**config.mk**
```make
export PLATFORM = sky130hd
export DESIGN_NAME = sto_ctrl
export DESIGN_NICKNAME = d
export VERILOG_FILES = /design/src/inc/sto_pkg.sv /design/src/core/sto_ctrl.sv
export SDC_FILE = /design/constraint.sdc
export NUM_CORES = 1
export LEC_CHECK = 0
export BUFFER_PORTS_ARGS = -buffer_cell sky130_fd_sc_hd__clkbuf_2
export CORE_AREA = 2 2 64 66
export CTS_CLUSTER_DIAMETER = 120
export DETAILED_ROUTE_END_ITERATION = 10
export DIE_AREA = 0 0 66 68
export MAX_ROUTING_LAYER = met4
export PLACE_DENSITY_LB_ADDON = 0.25
export SYNTH_ARGS = -nofsm -noshare
export SYNTH_HDL_FRONTEND = slang
export SYNTH_SLANG_ARGS = --single-unit
```
**constraint.sdc**
```tcl
create_clock -name core_clk_i -period 3.7 [get_ports core_clk_i]
set_clock_uncertainty 0.1 [all_clocks]
set_input_delay 0.37 -clock core_clk_i [delete_from_list [all_inputs] [get_ports core_clk_i]]
set_output_delay 0.37 -clock core_clk_i [all_outputs]
set_load 0.02 [all_outputs]
```
**src/inc/sto_pkg.sv**
```systemverilog
`default_nettype none
package sto_pkg;
    // clock and timing
    localparam int unsigned CLK_HZ           = 20_000_000;
    localparam int unsigned SHUTOFF_MAX_US   = 1000;
    // longest time rounds down; sync stages plus decision must fit inside
    localparam int unsigned SHUTOFF_MAX_CYC  = (SHUTOFF_MAX_US * (CLK_HZ / 1_000_000));
    localparam int unsigned SYNC_STAGES      = 2;
    // digital output function code for software disable feedback
    localparam logic [7:0]  DOUT_FUNC_STO_FB = 8'h3A;
    // configuration reset values
    localparam logic        RESTART_PERM_RST = 1'b1;
    localparam logic        POST_BB_RST      = 1'b0;
    localparam logic [1:0]  STOP_METHOD_RST  = 2'h0;
    localparam logic [7:0]  DOUT_FUNC_RST    = 8'h00;
    // register map, word addresses
    localparam logic [3:0]  REG_CFG          = 4'h0;
    localparam logic [3:0]  REG_STATUS       = 4'h1;
    // field positions in REG_CFG
    localparam int unsigned CFG_RESTART_BIT  = 0;
    localparam int unsigned CFG_POSTBB_BIT   = 1;
    localparam int unsigned CFG_STOP_LSB     = 4;
    localparam int unsigned CFG_DOUT_LSB     = 8;
    // stop method codes
    localparam logic [1:0]  STOP_RAMP        = 2'h0;
    localparam logic [1:0]  STOP_COAST       = 2'h1;
    // operator display codes
    typedef enum logic [1:0] {
        STO_DISP_NORMAL   = 2'b00,
        STO_DISP_DISABLED = 2'b01,
        STO_DISP_MISMATCH = 2'b10
    } sto_disp_t;
    // drive state
    typedef enum logic [1:0] {
        STO_ST_TORQUE_OFF = 2'b00,
        STO_ST_BASEBLOCK  = 2'b01,
        STO_ST_RUN        = 2'b10
    } sto_state_t;
endpackage
`default_nettype wire

```
**src/core/sto_ctrl.sv**
```systemverilog
`timescale 1ns/10ps
`default_nettype none
// Operation
// - two independent disable channels block output
// - either channel open switches output off
// - torque off always coasts, ignores stop method
// - removing travel command gives baseblock only
// - leave torque off only with both closed
// - permission 0: held command must be cycled
// - permission 1: held command starts immediately
// - post-baseblock 0: reopen while held needs cycle
// - post-baseblock 1: restart when inputs reclose
// - hardware monitor off only when both off
// - function 58 output off only both on
// - both open flashes safely-disabled code
// - one channel open flashes mismatch code
// - both on: baseblock, ready, normal display
// - output off within one millisecond
module sto_ctrl (
    // clock and reset
    input  wire logic             core_clk_i,
    input  wire logic             rst_n_i,
    // disable channels, high = closed (enabled)
    input  wire logic             disable_in_a_i,
    input  wire logic             disable_in_b_i,
    // travel command, same clock domain
    input  wire logic             travel_cmd_i,
    // register port
    input  wire logic [3:0]       reg_addr_i,
    input  wire logic [31:0]      reg_wdata_i,
    input  wire logic             reg_wr_i,
    input  wire logic             reg_rd_i,
    output logic      [31:0]      reg_rdata_o,
    // output stage and stop control
    output logic                  gate_enable_a_o,
    output logic                  gate_enable_b_o,
    output logic                  coast_stop_o,
    output logic                  ramp_stop_o,
    // monitors and display
    output logic                  hw_status_mon_o,
    output logic                  digital_out_o,
    output sto_pkg::sto_disp_t    display_code_o,
    output sto_pkg::sto_state_t   drive_state_o
);
    import sto_pkg::*;

    // refused at elaboration: sync stages plus the decision must beat the bound
    if (SYNC_STAGES + 2 > SHUTOFF_MAX_CYC) begin : g_latency_chk
        $error("shutoff latency cannot be met at this clock");
    end

    // synchronisers: stage 0 is read only by stage 1
    logic [1:0] sync0_q;
    logic [1:0] sync1_q;
    always_ff @(posedge core_clk_i or negedge rst_n_i) begin
        if (!rst_n_i) begin
            sync0_q <= 2'h0;
            sync1_q <= 2'h0;
        end else begin
            sync0_q <= {disable_in_b_i, disable_in_a_i};
            sync1_q <= sync0_q;
        end
    end

    // channel decode: each channel alone can block output
    wire ch_a_on     = sync1_q[0];
    wire ch_b_on     = sync1_q[1];
    wire both_on     = ch_a_on & ch_b_on;
    wire any_off     = ~both_on;
    wire both_off    = ~ch_a_on & ~ch_b_on;
    wire mismatch    = ch_a_on ^ ch_b_on;

    // configuration
    logic       restart_perm_q;
    logic       post_bb_q;
    logic [1:0] stop_method_q;
    logic [7:0] dout_func_q;
    wire cfg_wr = reg_wr_i & (reg_addr_i == REG_CFG);
    always_ff @(posedge core_clk_i or negedge rst_n_i) begin
        if (!rst_n_i) begin
            restart_perm_q <= RESTART_PERM_RST;
            post_bb_q      <= POST_BB_RST;
            stop_method_q  <= STOP_METHOD_RST;
            dout_func_q    <= DOUT_FUNC_RST;
        end else if (cfg_wr) begin
            restart_perm_q <= reg_wdata_i[CFG_RESTART_BIT];
            post_bb_q      <= reg_wdata_i[CFG_POSTBB_BIT];
            stop_method_q  <= reg_wdata_i[CFG_STOP_LSB +: 2];
            dout_func_q    <= reg_wdata_i[CFG_DOUT_LSB +: 8];
        end
    end

    // travel command edge tracking
    logic cmd_q;
    logic need_cycle_q;
    logic was_running_q;
    sto_state_t state_q;
    sto_state_t state_d;
    always_ff @(posedge core_clk_i or negedge rst_n_i) begin
        if (!rst_n_i) begin
            cmd_q <= 1'b0;
        end else begin
            cmd_q <= travel_cmd_i;
        end
    end
    wire cmd_rise = travel_cmd_i & ~cmd_q;

    // a command held across torque off may need cycling before a start
    wire held_blocked = restart_perm_q ? (was_running_q ? ~post_bb_q : 1'b0) : 1'b1;
    wire leave_sto    = (state_q == STO_ST_TORQUE_OFF) & both_on;
    logic need_cycle_d;
    always_comb begin
        need_cycle_d = need_cycle_q;
        if (!travel_cmd_i) begin
            need_cycle_d = 1'b0;
        end else if (leave_sto) begin
            need_cycle_d = held_blocked & ~cmd_rise;
        end
    end

    always_ff @(posedge core_clk_i or negedge rst_n_i) begin
        if (!rst_n_i) begin
            need_cycle_q  <= 1'b0;
            was_running_q <= 1'b0;
        end else begin
            need_cycle_q <= need_cycle_d;
            if (state_q == STO_ST_RUN && any_off) begin
                was_running_q <= 1'b1;
            end else if (state_q == STO_ST_BASEBLOCK || !travel_cmd_i) begin
                was_running_q <= 1'b0;
            end
        end
    end

    wire may_run = both_on & travel_cmd_i & ~need_cycle_d;

    always_comb begin
        state_d = state_q;
        unique case (state_q)
            STO_ST_TORQUE_OFF: begin
                if (both_on) begin
                    state_d = may_run ? STO_ST_RUN : STO_ST_BASEBLOCK;
                end
            end
            STO_ST_BASEBLOCK: begin
                if (any_off) begin
                    state_d = STO_ST_TORQUE_OFF;
                end else if (may_run) begin
                    state_d = STO_ST_RUN;
                end
            end
            STO_ST_RUN: begin
                if (any_off) begin
                    state_d = STO_ST_TORQUE_OFF;
                end else if (!travel_cmd_i) begin
                    state_d = STO_ST_BASEBLOCK;
                end
            end
            default: state_d = STO_ST_TORQUE_OFF;
        endcase
    end

    always_ff @(posedge core_clk_i or negedge rst_n_i) begin
        if (!rst_n_i) begin
            state_q <= STO_ST_TORQUE_OFF;
        end else begin
            state_q <= state_d;
        end
    end

    // outputs, all registered
    wire run_d      = (state_d == STO_ST_RUN);
    wire coast_d    = (state_q == STO_ST_RUN) & any_off;
    wire ramp_d     = (state_q == STO_ST_RUN) & both_on & ~travel_cmd_i
                      & (stop_method_q == STOP_RAMP);
    wire mon_d      = ~both_off;
    wire dout_d     = (dout_func_q == DOUT_FUNC_STO_FB) & ~both_on;
    sto_disp_t disp_d;
    assign disp_d   = both_off ? STO_DISP_DISABLED :
                      mismatch ? STO_DISP_MISMATCH :
                                 STO_DISP_NORMAL;

    wire [31:0] cfg_rd  = {16'h0000, dout_func_q, 2'h0, stop_method_q,
                           2'h0, post_bb_q, restart_perm_q};
    wire [31:0] stat_rd = {24'h0000_00, disp_d, state_q, mon_d, dout_d, ch_b_on, ch_a_on};
    wire [31:0] rd_d    = (reg_addr_i == REG_CFG)    ? cfg_rd  :
                          (reg_addr_i == REG_STATUS) ? stat_rd : 32'h0000_0000;

    always_ff @(posedge core_clk_i or negedge rst_n_i) begin
        if (!rst_n_i) begin
            gate_enable_a_o <= 1'b0;
            gate_enable_b_o <= 1'b0;
            coast_stop_o    <= 1'b0;
            ramp_stop_o     <= 1'b0;
            hw_status_mon_o <= 1'b0;
            digital_out_o   <= 1'b0;
            display_code_o  <= STO_DISP_DISABLED;
            drive_state_o   <= STO_ST_TORQUE_OFF;
            reg_rdata_o     <= 32'h0000_0000;
        end else begin
            // each channel gates the stage on its own path
            gate_enable_a_o <= run_d & ch_a_on;
            gate_enable_b_o <= run_d & ch_b_on;
            coast_stop_o    <= coast_d;
            ramp_stop_o     <= ramp_d;
            hw_status_mon_o <= mon_d;
            digital_out_o   <= dout_d;
            display_code_o  <= disp_d;
            drive_state_o   <= state_d;
            reg_rdata_o     <= reg_rd_i ? rd_d : 32'h0000_0000;
        end
    end
endmodule
`default_nettype wire

```
Word level (Yosys, flattened, before mapping):

Index checks and enable logic that the tools add are counted.
W data, S select, Z words.

* bits in registers: 45
* bits of input ports: 43
* output and inout port bits: 42
* logic and storage cells: 73

* equality and inequality tests: 5
* muxes and demuxes: 18
* bitwise operators: 25
* reductions and logical operators: 7

Operators by type and width (number)
* $mux W16: 2
* $mux W2: 8
* $and A1 B1 Y1: 15
* $not A1 Y1: 9
* $eq A8 B6 Y1 const B: 1
* $mux W8: 1
* $mux W1: 6
* $pmux W2 S3: 1
* $eq A2 B2 Y1 const B: 2
* $eq A4 B1 Y1 const B: 1
* $logic_not A2 Y1: 2
* $logic_not A4 Y1: 1
* $eq A2 B1 Y1 const B: 1
* $reduce_bool A2 Y1: 1
* $logic_and A1 B1 Y1: 1
* $logic_not A1 Y1: 1
* $logic_or A1 B1 Y1: 1
* $xor A1 B1 Y1: 1

Depth between registers and ports, before layout:

Gate-level depths: netlist of the first run.

* word-level depth: 13
* depth in mapped cells: 4
* gate-level depth less buffers: 4

Least setup slack after synthesis of the first run:

No wires, ideal clock.

* kind: flip-flop to flip-flop
* start point: register sync1_q[0]
* end point: register reg_rdata_o[2]
* setup time: 0.101 ns
* arrival time: 1.183 ns
* required time: 3.499 ns
* path slack: 2.316 ns
* stages on the path, launching flop included: 5
* buffers on the path: 0
* period minus slack after synthesis: 1.384 ns
* path through: dfrtp_1 ha_1 nor4b_1 nand3b_1 nor4_1

* cells in the longest elaborated chain, start to end: 6

Ends and longest elaborated chain
* start, declared: RTL line sto_ctrl.sv:54 `logic [1:0] sync1_q;`
* start signal, assigned: RTL line sto_ctrl.sv:61 `sync1_q <= sync0_q;`
* $and A1 B1 Y1: RTL line sto_ctrl.sv:68 `wire both_on = ch_a_on & ch_b_on;`
* $not A1 Y1: RTL line sto_ctrl.sv:177 `wire dout_d = (dout_func_q == DOUT_FUNC_STO_FB) & ~both_on;`
* $and A1 B1 Y1: RTL line sto_ctrl.sv:177
* $mux W8: RTL line sto_ctrl.sv:187 `(reg_addr_i == REG_STATUS) ? stat_rd : 32'h0000_0000;`
* $mux W16: RTL line sto_ctrl.sv:186 `wire [31:0] rd_d = (reg_addr_i == REG_CFG) ? cfg_rd :`
* $mux W16: RTL line sto_ctrl.sv:210 `reg_rdata_o <= reg_rd_i ? rd_d : 32'h0000_0000;`
* end signal, assigned: RTL line sto_ctrl.sv:210
* end, declared: RTL line sto_ctrl.sv:33 `output logic [31:0] reg_rdata_o,`

No other way between the ends.
A chain may end at the register's enable or synchronous reset.

Worst setup path after layout of the first run:

Same ends and word-level chain as after synthesis.

==> results.yml, run 1 <==
synth:
  yosysMostFrequentCell: "dfrtp_1"
  synth-edff-count: 0
  syn_inst: 132
  synthAdderAreaFrac_pct: 1.375
  synthArstFlopShare_pct: 100.0
  avgSynthCellArea_um2: 13.79
  synth_xor_area_share_pct: 0
  ys.flop_type: "dfrtp_1"
  synthDistinctLibCells: 34
  seq_area_frac_synth_pct: 61.99
  synth_compound_gate_area_share_pct: 6.048
  synth_mux_area_share_pct: 9.485
  syn_area_um2: 1820
  ys_top_cells_by_area: "dfrtp_1, mux2_4, buf_4, and2_1, dfstp_2"
  synthSimpleGateAreaFrac_pct: 12.30
  ys.warnings.count: 0
  synth.top_cell.area_share_pct: 59.11
  synth_top_cell_by_area: "dfrtp_1"
  synth_seq_cells: 45
  synth_top_family_by_area: "simple AND/OR/NAND/NOR gates"
  synthTopCellsByCount: "dfrtp_1, buf_4, mux2_4"
sta:
  hold_violations: 0
  slew_headroom_pct: 30.02
  min_period_ns: 1.653
  final.setup.tns_ns: 0
  setup_viol: 0
  tightest_slew_ns: 1.050
  fin_hold_ws_ns: 0.08217
  slew_viol_final: 0
  period_share_pct: 44.69
  fmax_mhz: 604.8
  rsz0062_at_grt: "no"
finish:
  fill_cells: 343
  num_antenna_cells: 0
  syn_to_final_growth_pct: 16.49
  drive_gt1_share_pct: 41.30
  fin_nets: 228
die:
  fp.coreArea_um2: 3856
  initial_utilization_pct: 47.21
  fp.dieW_um: 66
  rows: 23
  dieArea_um2: 4488
  io_pins: 85
  dieHeight_um: 68
place:
  port_buffers: 48
  hpwl_um: 2170
  place.gp.congestion: 0.7097
grt:
  first_global_vias: 1006
  grt-ovfl-total: 0
  grt_usage_pct: 14.15
  grt_pass1_wl_um: 4519
  grt_max_degree: 46
  antenna_found_initial: 0
outcome:
  outcome: "completed"
routing:
  wl_per_cell_um: 12.47
  routed_via_density: 4.543
  vias: 1063
  drt_iter0_drc: 69
  dr.pass1.iters: 4
  antenna_left: 0
  drc: 0
  drt_wl_total_um: 2918
cts:
  postCtsSetupRepairBufs: 0
  cts_hold_buf: 0
  ctsLongestPathBuffers: 2
  htreeDepth: 2
  clk_latency_ns: 0.29
  cts_tree: "built"
  cts_num_sinks: 45
  clkSlewWorstSetupHoldPaths_ns: 0.08
  post_cts_resized: 0
  clockRootBuffer: "clkbuf_8"
  cts_buffers: 5
critical_path:
  required_ns: 3.78
  crit_fanout: 7
  worstReg2RegStart: "sync1_q[0]$_DFF_PN0_"
  ff2ff_setup_slack_ns: 2.05
  start_kind: "flip-flop"
  r2r_cells: 4
  critPathKind: "flip-flop to flip-flop"
  timing.rr.end: "reg_rdata_o[2]$_DFF_PN0_"
  end_kind: "flip-flop"
  cp_data_arrival_time_ns: 1.74
pwr:
  clkPwrFrac_pct: 28.7
  combPwrFrac_pct: 13.0
  power_density_nw_per_um2: 459.7
  p_sw_uw: 243.4
  power_uw: 975.0
  switching_share_pct: 24.97
  leakage_uw: 0.001135
  seq_power_share_pct: 58.3
  ir_drop_v: 0.0002274
  p_int_uw: 731.5
worst_hold_path:
  min_from: "disable_in_a_i"
  hold_class: "primary input to flip-flop"
  hold_path_depth: 1
  hold_path_end: "sync0_q[0]$_DFF_PN0_"
run:
  maxCapViolations: 0
worst max-delay path, stage by stage, from the launching register on:
cell and delay, ns:
dfrtp_1 0.40, ha_1 0.30, nor4b_1 0.31, nand3b_1 0.18
nor4_1 0.26
sequential cells by signal, summed over array words and instances, names as in the netlist, 2 cells and up:
signal          flops
display_code_o      2
dout_func_q         8
drive_state_o       2
reg_rdata_o        16
stop_method_q       2
sync0_q             2
sync1_q             2
metrics by stage:
| step | cells | cell area, um2 | worst slack [ns] | utilization, % |
|---|---|---|---|---|
| after floorplan | 147 | 1877 | 2.316 | - |
| after detailed placement | 226 | 2038 | 2.016 | 52.86 |
| after global placement | 226 | 2038 | 2.034 | 52.86 |
| after global routing | 234 | 2121 | 1.917 | 55.00 |
| final | 234 | 2121 | 2.047 | 55.00 |
| after CTS | 234 | 2121 | 2.017 | 55.00 |
how the worst max path moves through the flow:
| stage | start | endpoint | slack (ns) | depth (start not counted) |
|---|---|---|---|---|
| floorplan | sync1_q[0]$_DFF_PN0_ | reg_rdata_o[2]$_DFF_PN0_ | 2.32 | 4 |
| global placement | reg_addr_i[3] | dout_func_q[6]$_DFFE_PN0P_ | 2.03 | 4 |
| detailed placement | reg_addr_i[3] | dout_func_q[6]$_DFFE_PN0P_ | 2.02 | 4 |
| CTS | sync1_q[0]$_DFF_PN0_ | reg_rdata_o[2]$_DFF_PN0_ | 2.02 | 4 |
| global route | sync1_q[0]$_DFF_PN0_ | reg_rdata_o[2]$_DFF_PN0_ | 1.92 | 4 |
| finish | sync1_q[0]$_DFF_PN0_ | reg_rdata_o[2]$_DFF_PN0_ | 2.05 | 4 |
cell type report:
type	instances	area, um2	share of cell area, %
clock buffer	6	72.57	3.422
clock inverter	2	10.01	0.4720
inverter	4	15.01	0.7080
multi-input combinational	79	591.8	27.91
sequential	45	1129	53.22
tap	50	62.56	2.950
timing repair buffer	48	240.2	11.33
cells by family after synthesis:
group                    after synthesis
flip-flops                            45
AND/OR/NAND/NOR                       37
buffers and inverters                 23
AO/OA/AOI/OAI                         12
multiplexers                          12
adder cells (fa/ha/maj)                2
other                                  1
power by group through the flow:
stage / clock, uW / combinational [uW] / sequential (uW)
CTS: 290 / 129 / 568
global placement: 0 / 124 / 575
global route: 317 / 138 / 574
detailed placement: 0 / 129 / 578
finish: 279 / 127 / 569
floorplan: 0 / 97.7 / 576
per-layer routing:
layer  up-vias  wire [um]  GRT usage [%]
met5         -          0              -
met4         0         29          6.888
met3         2        191          2.961
met2        41       1477          23.86
met1       505       1220          16.25
li1        515          -              -
layout by cell type (no fill, tap or decap):
cell type,count
mux2_2,2
nand3_2,1
nand2_1,5
a21oi_1,1
dfrtp_1,43
nor3b_1,1
a2111oi_4,1
nand3_1,1
and4b_2,1
nor3_1,3
clkbuf_1,1
nor2_1,6
nand4b_1,1
nand2b_4,1
nand3b_1,1
ha_1,2
o2bb2ai_1,1
o21ai_0,2
a31o_2,1
a22o_1,4
and2_1,9
a22oi_1,1
conb_1,16
clkbuf_2,48
clkinv_2,2
o21a_1,1
nor4b_1,1
nor2_2,1
clkbuf_8,5
and3_2,1
dfstp_2,2
nor4_1,2
mux2_4,10
inv_1,4
nand2b_1,2
(Power assumes the default switching activity.)
==> run 2, diff against run 1 <==
CORE_AREA = 2 2 66 68   (was 2 2 64 66)
DIE_AREA = 0 0 68 70   (was 0 0 66 68)
clock period = 1.6 ns   (was 3.7 ns; I/O delays follow)
==> results.yml, run 2 (synthesis results as in run 1) <==
outcome:
  outcome: "completed"
routing:
  drt_iter0_drc: 54
  dr.pass1.iters: 4
  m1WireLength_um: 1353
  drt_wl_total_um: 3157
  wl_per_cell_um: 12.38
  wl_met2_um: 1516
  wl_met3_um: 250
  top_layer: "met4"
  drc: 0
  vias: 1136
  antenna_left: 0
  routed_via_density: 4.455
cts:
  cts_tree: "built"
  cts_buffers: 5
  ctsLongestPathBuffers: 2
  clkSlewWorstSetupHoldPaths_ns: 0.08
  clockRootBuffer: "clkbuf_8"
  postCtsSetupRepairBufs: 0
  clk_latency_ns: 0.29
  htreeDepth: 2
  cts_num_sinks: 45
sta:
  setup_viol: 0
  slew_viol_final: 0
  rsz0062_at_grt: "no"
  min_period_ns: 1.468
  setup_slack_ns: 0.1315
  fmax_mhz: 681.0
  final.setup.tns_ns: 0
  period_share_pct: 91.78
  hold_violations: 0
grt:
  grt_pass1_wl_um: 4995
  grt_max_degree: 28
  first_global_vias: 1082
  grt-ovfl-total: 0
  antenna_found_initial: 0
  grt_usage_pct: 14.93
die:
  rows: 24
  dieHeight_um: 70
  initial_utilization_pct: 43.93
  dieArea_um2: 4760
  fp.dieW_um: 68
  fp.coreArea_um2: 4144
  io_pins: 85
critical_path:
  start_kind: "flip-flop"
  end_kind: "flip-flop"
  ff2ff_setup_slack_ns: 0.13
  crit_fanout: 6
  critPathTopFamily: "flip-flops"
  cp_slowest_cell: "dfrtp_1"
  crit_chain: "ha_1 > buf_4 > nor3b_1 > nor2_1 > a31o_2"
  critPathKind: "flip-flop to flip-flop"
  cp_num_buf_inv: 1
  required_ns: 1.69
  slowest_delay_ns: 0.38
  cp_data_arrival_time_ns: 1.56
place:
  hpwl_um: 2338
  port_buffers: 48
  pre_cts_slack_ns: 0.08108
  place.gp.congestion: 0.8383
finish:
  syn_to_final_growth_pct: 29.55
  final_cell_mix: "clkbuf_2, dfrtp_1, conb_1, dlygate4sd3_1, mux2_4"
  drive_gt1_share_pct: 39.41
  reg.largest.list: "reg_rdata_o: 16 flops, dout_func_q: 8 flops"
  mostFrequentLayoutCell: "clkbuf_2"
  largest_register_ffs: 16
  regMostFlops: "reg_rdata_o"
  num_antenna_cells: 0
  fin_nets: 247
run:
  maxCapViolations: 0
pwr:
  combPwrFrac_pct: 13.4
  p_sw_uw: 588.1
  leakage_uw: 0.001236
  clkPwrFrac_pct: 34.2
  power_density_nw_per_um2: 1069
  seq_power_share_pct: 52.3
  switching_share_pct: 23.34
  ir_drop_v: 0.0005032
  power_uw: 2520
  p_int_uw: 1932
worst_hold_path:
  hold_class: "primary input to flip-flop"
run 2: per-layer routing:
metal | vias to the layer above | GRT usage, %
li1 | 554 | -
met1 | 532 | 17.90
met2 | 46 | 22.65
met3 | 4 | 5.475
met4 | 0 | 6.000
met5 | - | -
run 2: what timing repair did:
action / 4_1_cts / 5_1_grt
resized for setup: 0 / 1
hold buffers: 15 / 1
endpoints found under the hold margin: 31 / 1
setup endpoints to repair: 0 / 1
run 2: worst reg2reg max path: stages, from the launching register on:
cell and delay (ns):
dfrtp_1 0.38, ha_1 0.20, buf_4 0.15, nor3b_1 0.24, nor2_1 0.08, a31o_2 0.21
run 2: per-stage QoR:
step | hold slack, ns | instances | util [%] | instance area, um2
2_1_floorplan | -0.2356 | 147 | - | 1877
3_3_place_gp | 0.03909 | 231 | 50.09 | 2076
3_5_place_dp | 0.04939 | 231 | 50.09 | 2076
4_1_cts | 0.002514 | 254 | 56.52 | 2342
5_1_grt | 0.09808 | 255 | 56.91 | 2359
6_report | 0.07709 | 255 | 56.91 | 2359
run 2: path summary, 6_finish.rpt:
| check | end | from | depth (start not counted) |
|---|---|---|---|
| worst max-delay path | need_cycle_q$_DFF_PN0_ | sync1_q[1]$_DFF_PN0_ | 5 |
| min in group asynchronous | drive_state_o[1]$_DFF_PN0_ | rst_n_i | 2 |
| worst max register to register | need_cycle_q$_DFF_PN0_ | sync1_q[1]$_DFF_PN0_ | 5 |
| worst min-delay path | reg_rdata_o[6]$_DFF_PN0_ | reg_rd_i | 3 |
| max in group asynchronous | display_code_o[0]$_DFF_PN1_ | rst_n_i | 3 |
| worst min register to register | sync1_q[1]$_DFF_PN0_ | sync0_q[1]$_DFF_PN0_ | 0 |
run 2: cell type report:
cell class	instances	area [um2]
repair buffers	67	435.4
fillers	345	1785
inverters	4	15.01
flip-flops and latches	45	1129
well taps	52	65.06
clock inverters	1	30.03
clock buffers	7	86.33
multi-input cells	79	598.1
run 2: power groups by stage:
stage | clock (uW) | combinational [uW] | sequential [uW]
4_1_cts | 885 | 336 | 1320
2_1_floorplan | 0 | 226 | 1330
6_report | 863 | 338 | 1320
3_3_place_gp | 0 | 297 | 1330
3_5_place_dp | 0 | 306 | 1340
5_1_grt | 944 | 367 | 1340
==> run 3, diff against run 2 <==
CORE_AREA = 2 2 70 72   (was 2 2 66 68)
DIE_AREA = 0 0 72 74   (was 0 0 68 70)
clock period = 1.3 ns   (was 1.6 ns; I/O delays follow)
==> results.yml, run 3 (synthesis results as in run 1) <==
critical_path:
  cp_data_arrival_time_ns: 1.46
  ff2ff_setup_slack_ns: -0.07
  cp-endpoint: "need_cycle_q$_DFF_PN0_"
  critPathKind: "flip-flop to flip-flop"
  required_ns: 1.39
  worstReg2RegStart: "sync1_q[0]$_DFF_PN0_"
  timing.rr.end: "need_cycle_q$_DFF_PN0_"
  r2r_cells: 5
  end_kind: "flip-flop"
  crit_fanout: 6
  start_kind: "flip-flop"
  crit_start: "sync1_q[0]$_DFF_PN0_"
finish:
  final_design_area_no_fill_um2: 2445
  num_antenna_cells: 0
  mostFrequentLayoutCell: "clkbuf_2"
  final_cell_mix: "clkbuf_2, dfrtp_1, conb_1, dlygate4sd3_1, mux2_4"
  regMostFlops: "reg_rdata_o"
  reg.largest.list: "reg_rdata_o: 16 flops, dout_func_q: 8 flops"
  drive_gt1_share_pct: 44.98
  largest_register_ffs: 16
  fin_nets: 253
  syn_to_final_growth_pct: 34.30
die:
  rows: 25
  fp.dieW_um: 72
  io_pins: 85
  fp.coreArea_um2: 4598
  initial_utilization_pct: 39.59
  dieHeight_um: 74
  dieArea_um2: 5328
routing:
  routed_via_density: 4.433
  wl_per_cell_um: 12.82
  drt_wl_total_um: 3372
  drt_iter0_drc: 80
  antenna_left: 0
  dr.pass1.iters: 4
  vias: 1166
  drc: 0
grt:
  antenna_found_initial: 0
  grt-ovfl-total: 0
  first_global_vias: 1108
  grt_max_degree: 46
  grt_usage_pct: 13.63
  grt_pass1_wl_um: 5161
cts:
  ctsLongestPathBuffers: 2
  cts_tree: "built"
  clkSlewWorstSetupHoldPaths_ns: 0.08
  clockRootBuffer: "clkbuf_8"
  cts_num_sinks: 45
  cts_buffers: 5
  clk_latency_ns: 0.30
  htreeDepth: 2
worst_hold_path:
  hold_class: "primary input to flip-flop"
sta:
  slew_viol_final: 0
  rsz0062_at_grt: "yes"
  final.setup.tns_ns: -0.1942
  setup_slack_ns: -0.07102
  hold_violations: 0
  fmax_mhz: 729.4
  setup_viol: 4
  min_period_ns: 1.371
  period_share_pct: 105.5
place:
  dpl_cell_area_um2: 2136
  hpwl_um: 2321
  place.gp.congestion: 0.7520
  port_buffers: 48
pwr:
  ir_drop_v: 0.0005091
  leakage_uw: 0.001270
  power_density_nw_per_um2: 1236
outcome:
  violations: "setup timing"
  outcome: "complete, but fails checks"
run:
  maxCapViolations: 0
[run 3: layer usage]
| layer | vias to the layer above | GRT usage (%) | routed length [um] | share of wire (%) |
|---|---|---|---|---|
| met5 | - | - | 0 | 0 |
| met4 | 0 | 8.386 | 80 | 2.4 |
| met3 | 8 | 3.252 | 199 | 5.9 |
| met2 | 43 | 22.33 | 1723 | 51 |
| met1 | 549 | 15.16 | 1368 | 41 |
| li1 | 566 | - | - | - |
[run 3: area by class of cell]
cell class	instances	area (um2)
Tap cell	54	67.56
Multi-Input combinational cell	79	638.1
Inverter	4	15.01
Clock inverter	1	5.005
Timing Repair Buffer	73	493.0
Clock buffer	7	96.34
Fill cell	405	2153
Sequential cell	45	1130
[run 3: power breakdown]
group	leakage, uW	switching [uW]	internal [uW]
logic	0.000635	201	264
registers	0.000581	104	1520
clock network	0.0000542	450	480
total	0.00127	755	2270
[run 3: how the worst min path moves through the flow]
stage	depth (start not counted)	to	startpoint	slack, ns
2_1_floorplan	0	cmd_q$_DFF_PN0_	rst_n_i	-0.27
4_1_cts	3	reg_rdata_o[6]$_DFF_PN0_	reg_rd_i	0.04
6_report	3	reg_rdata_o[3]$_DFF_PN0_	reg_addr_i[0]	0.05
5_1_grt	3	reg_rdata_o[6]$_DFF_PN0_	reg_rd_i	0.06
3_3_place_gp	2	dout_func_q[3]$_DFFE_PN0P_	rst_n_i	0.02
3_5_place_dp	2	dout_func_q[2]$_DFFE_PN0P_	rst_n_i	0.03
[run 3: stage by stage]
step | std cells | total power, uW | hold WS [ns] | util (%) | worst slack [ns]
2_1_floorplan | 147 | 1918 | -0.2656 | - | -0.03601
3_3_place_gp | 238 | 2033 | 0.02110 | 46.45 | -0.1657
3_5_place_dp | 238 | 2050 | 0.03092 | 46.45 | -0.1822
4_1_cts | 263 | 3018 | 0.03849 | 52.57 | -0.07534
5_1_grt | 263 | 3143 | 0.05718 | 53.17 | -0.1431
6_report | 263 | 3022 | 0.05491 | 53.17 | -0.07102
[run 3: worst max-delay path, stage by stage, from the launching register on]
cell and delay [ns]:
dfrtp_1 0.36, ha_2 0.21, buf_4 0.14, nor3b_2 0.18, nor2_1 0.07, a31o_2 0.21
[run 3: what timing repair did]
action,4_1_cts,5_1_grt
setup buffers,1,0
pin swaps,2,2
setup endpoints to repair,5,9
hold buffers,16,0
hold endpoints to repair,60,0
resized for setup,3,4
gates cloned,0,0
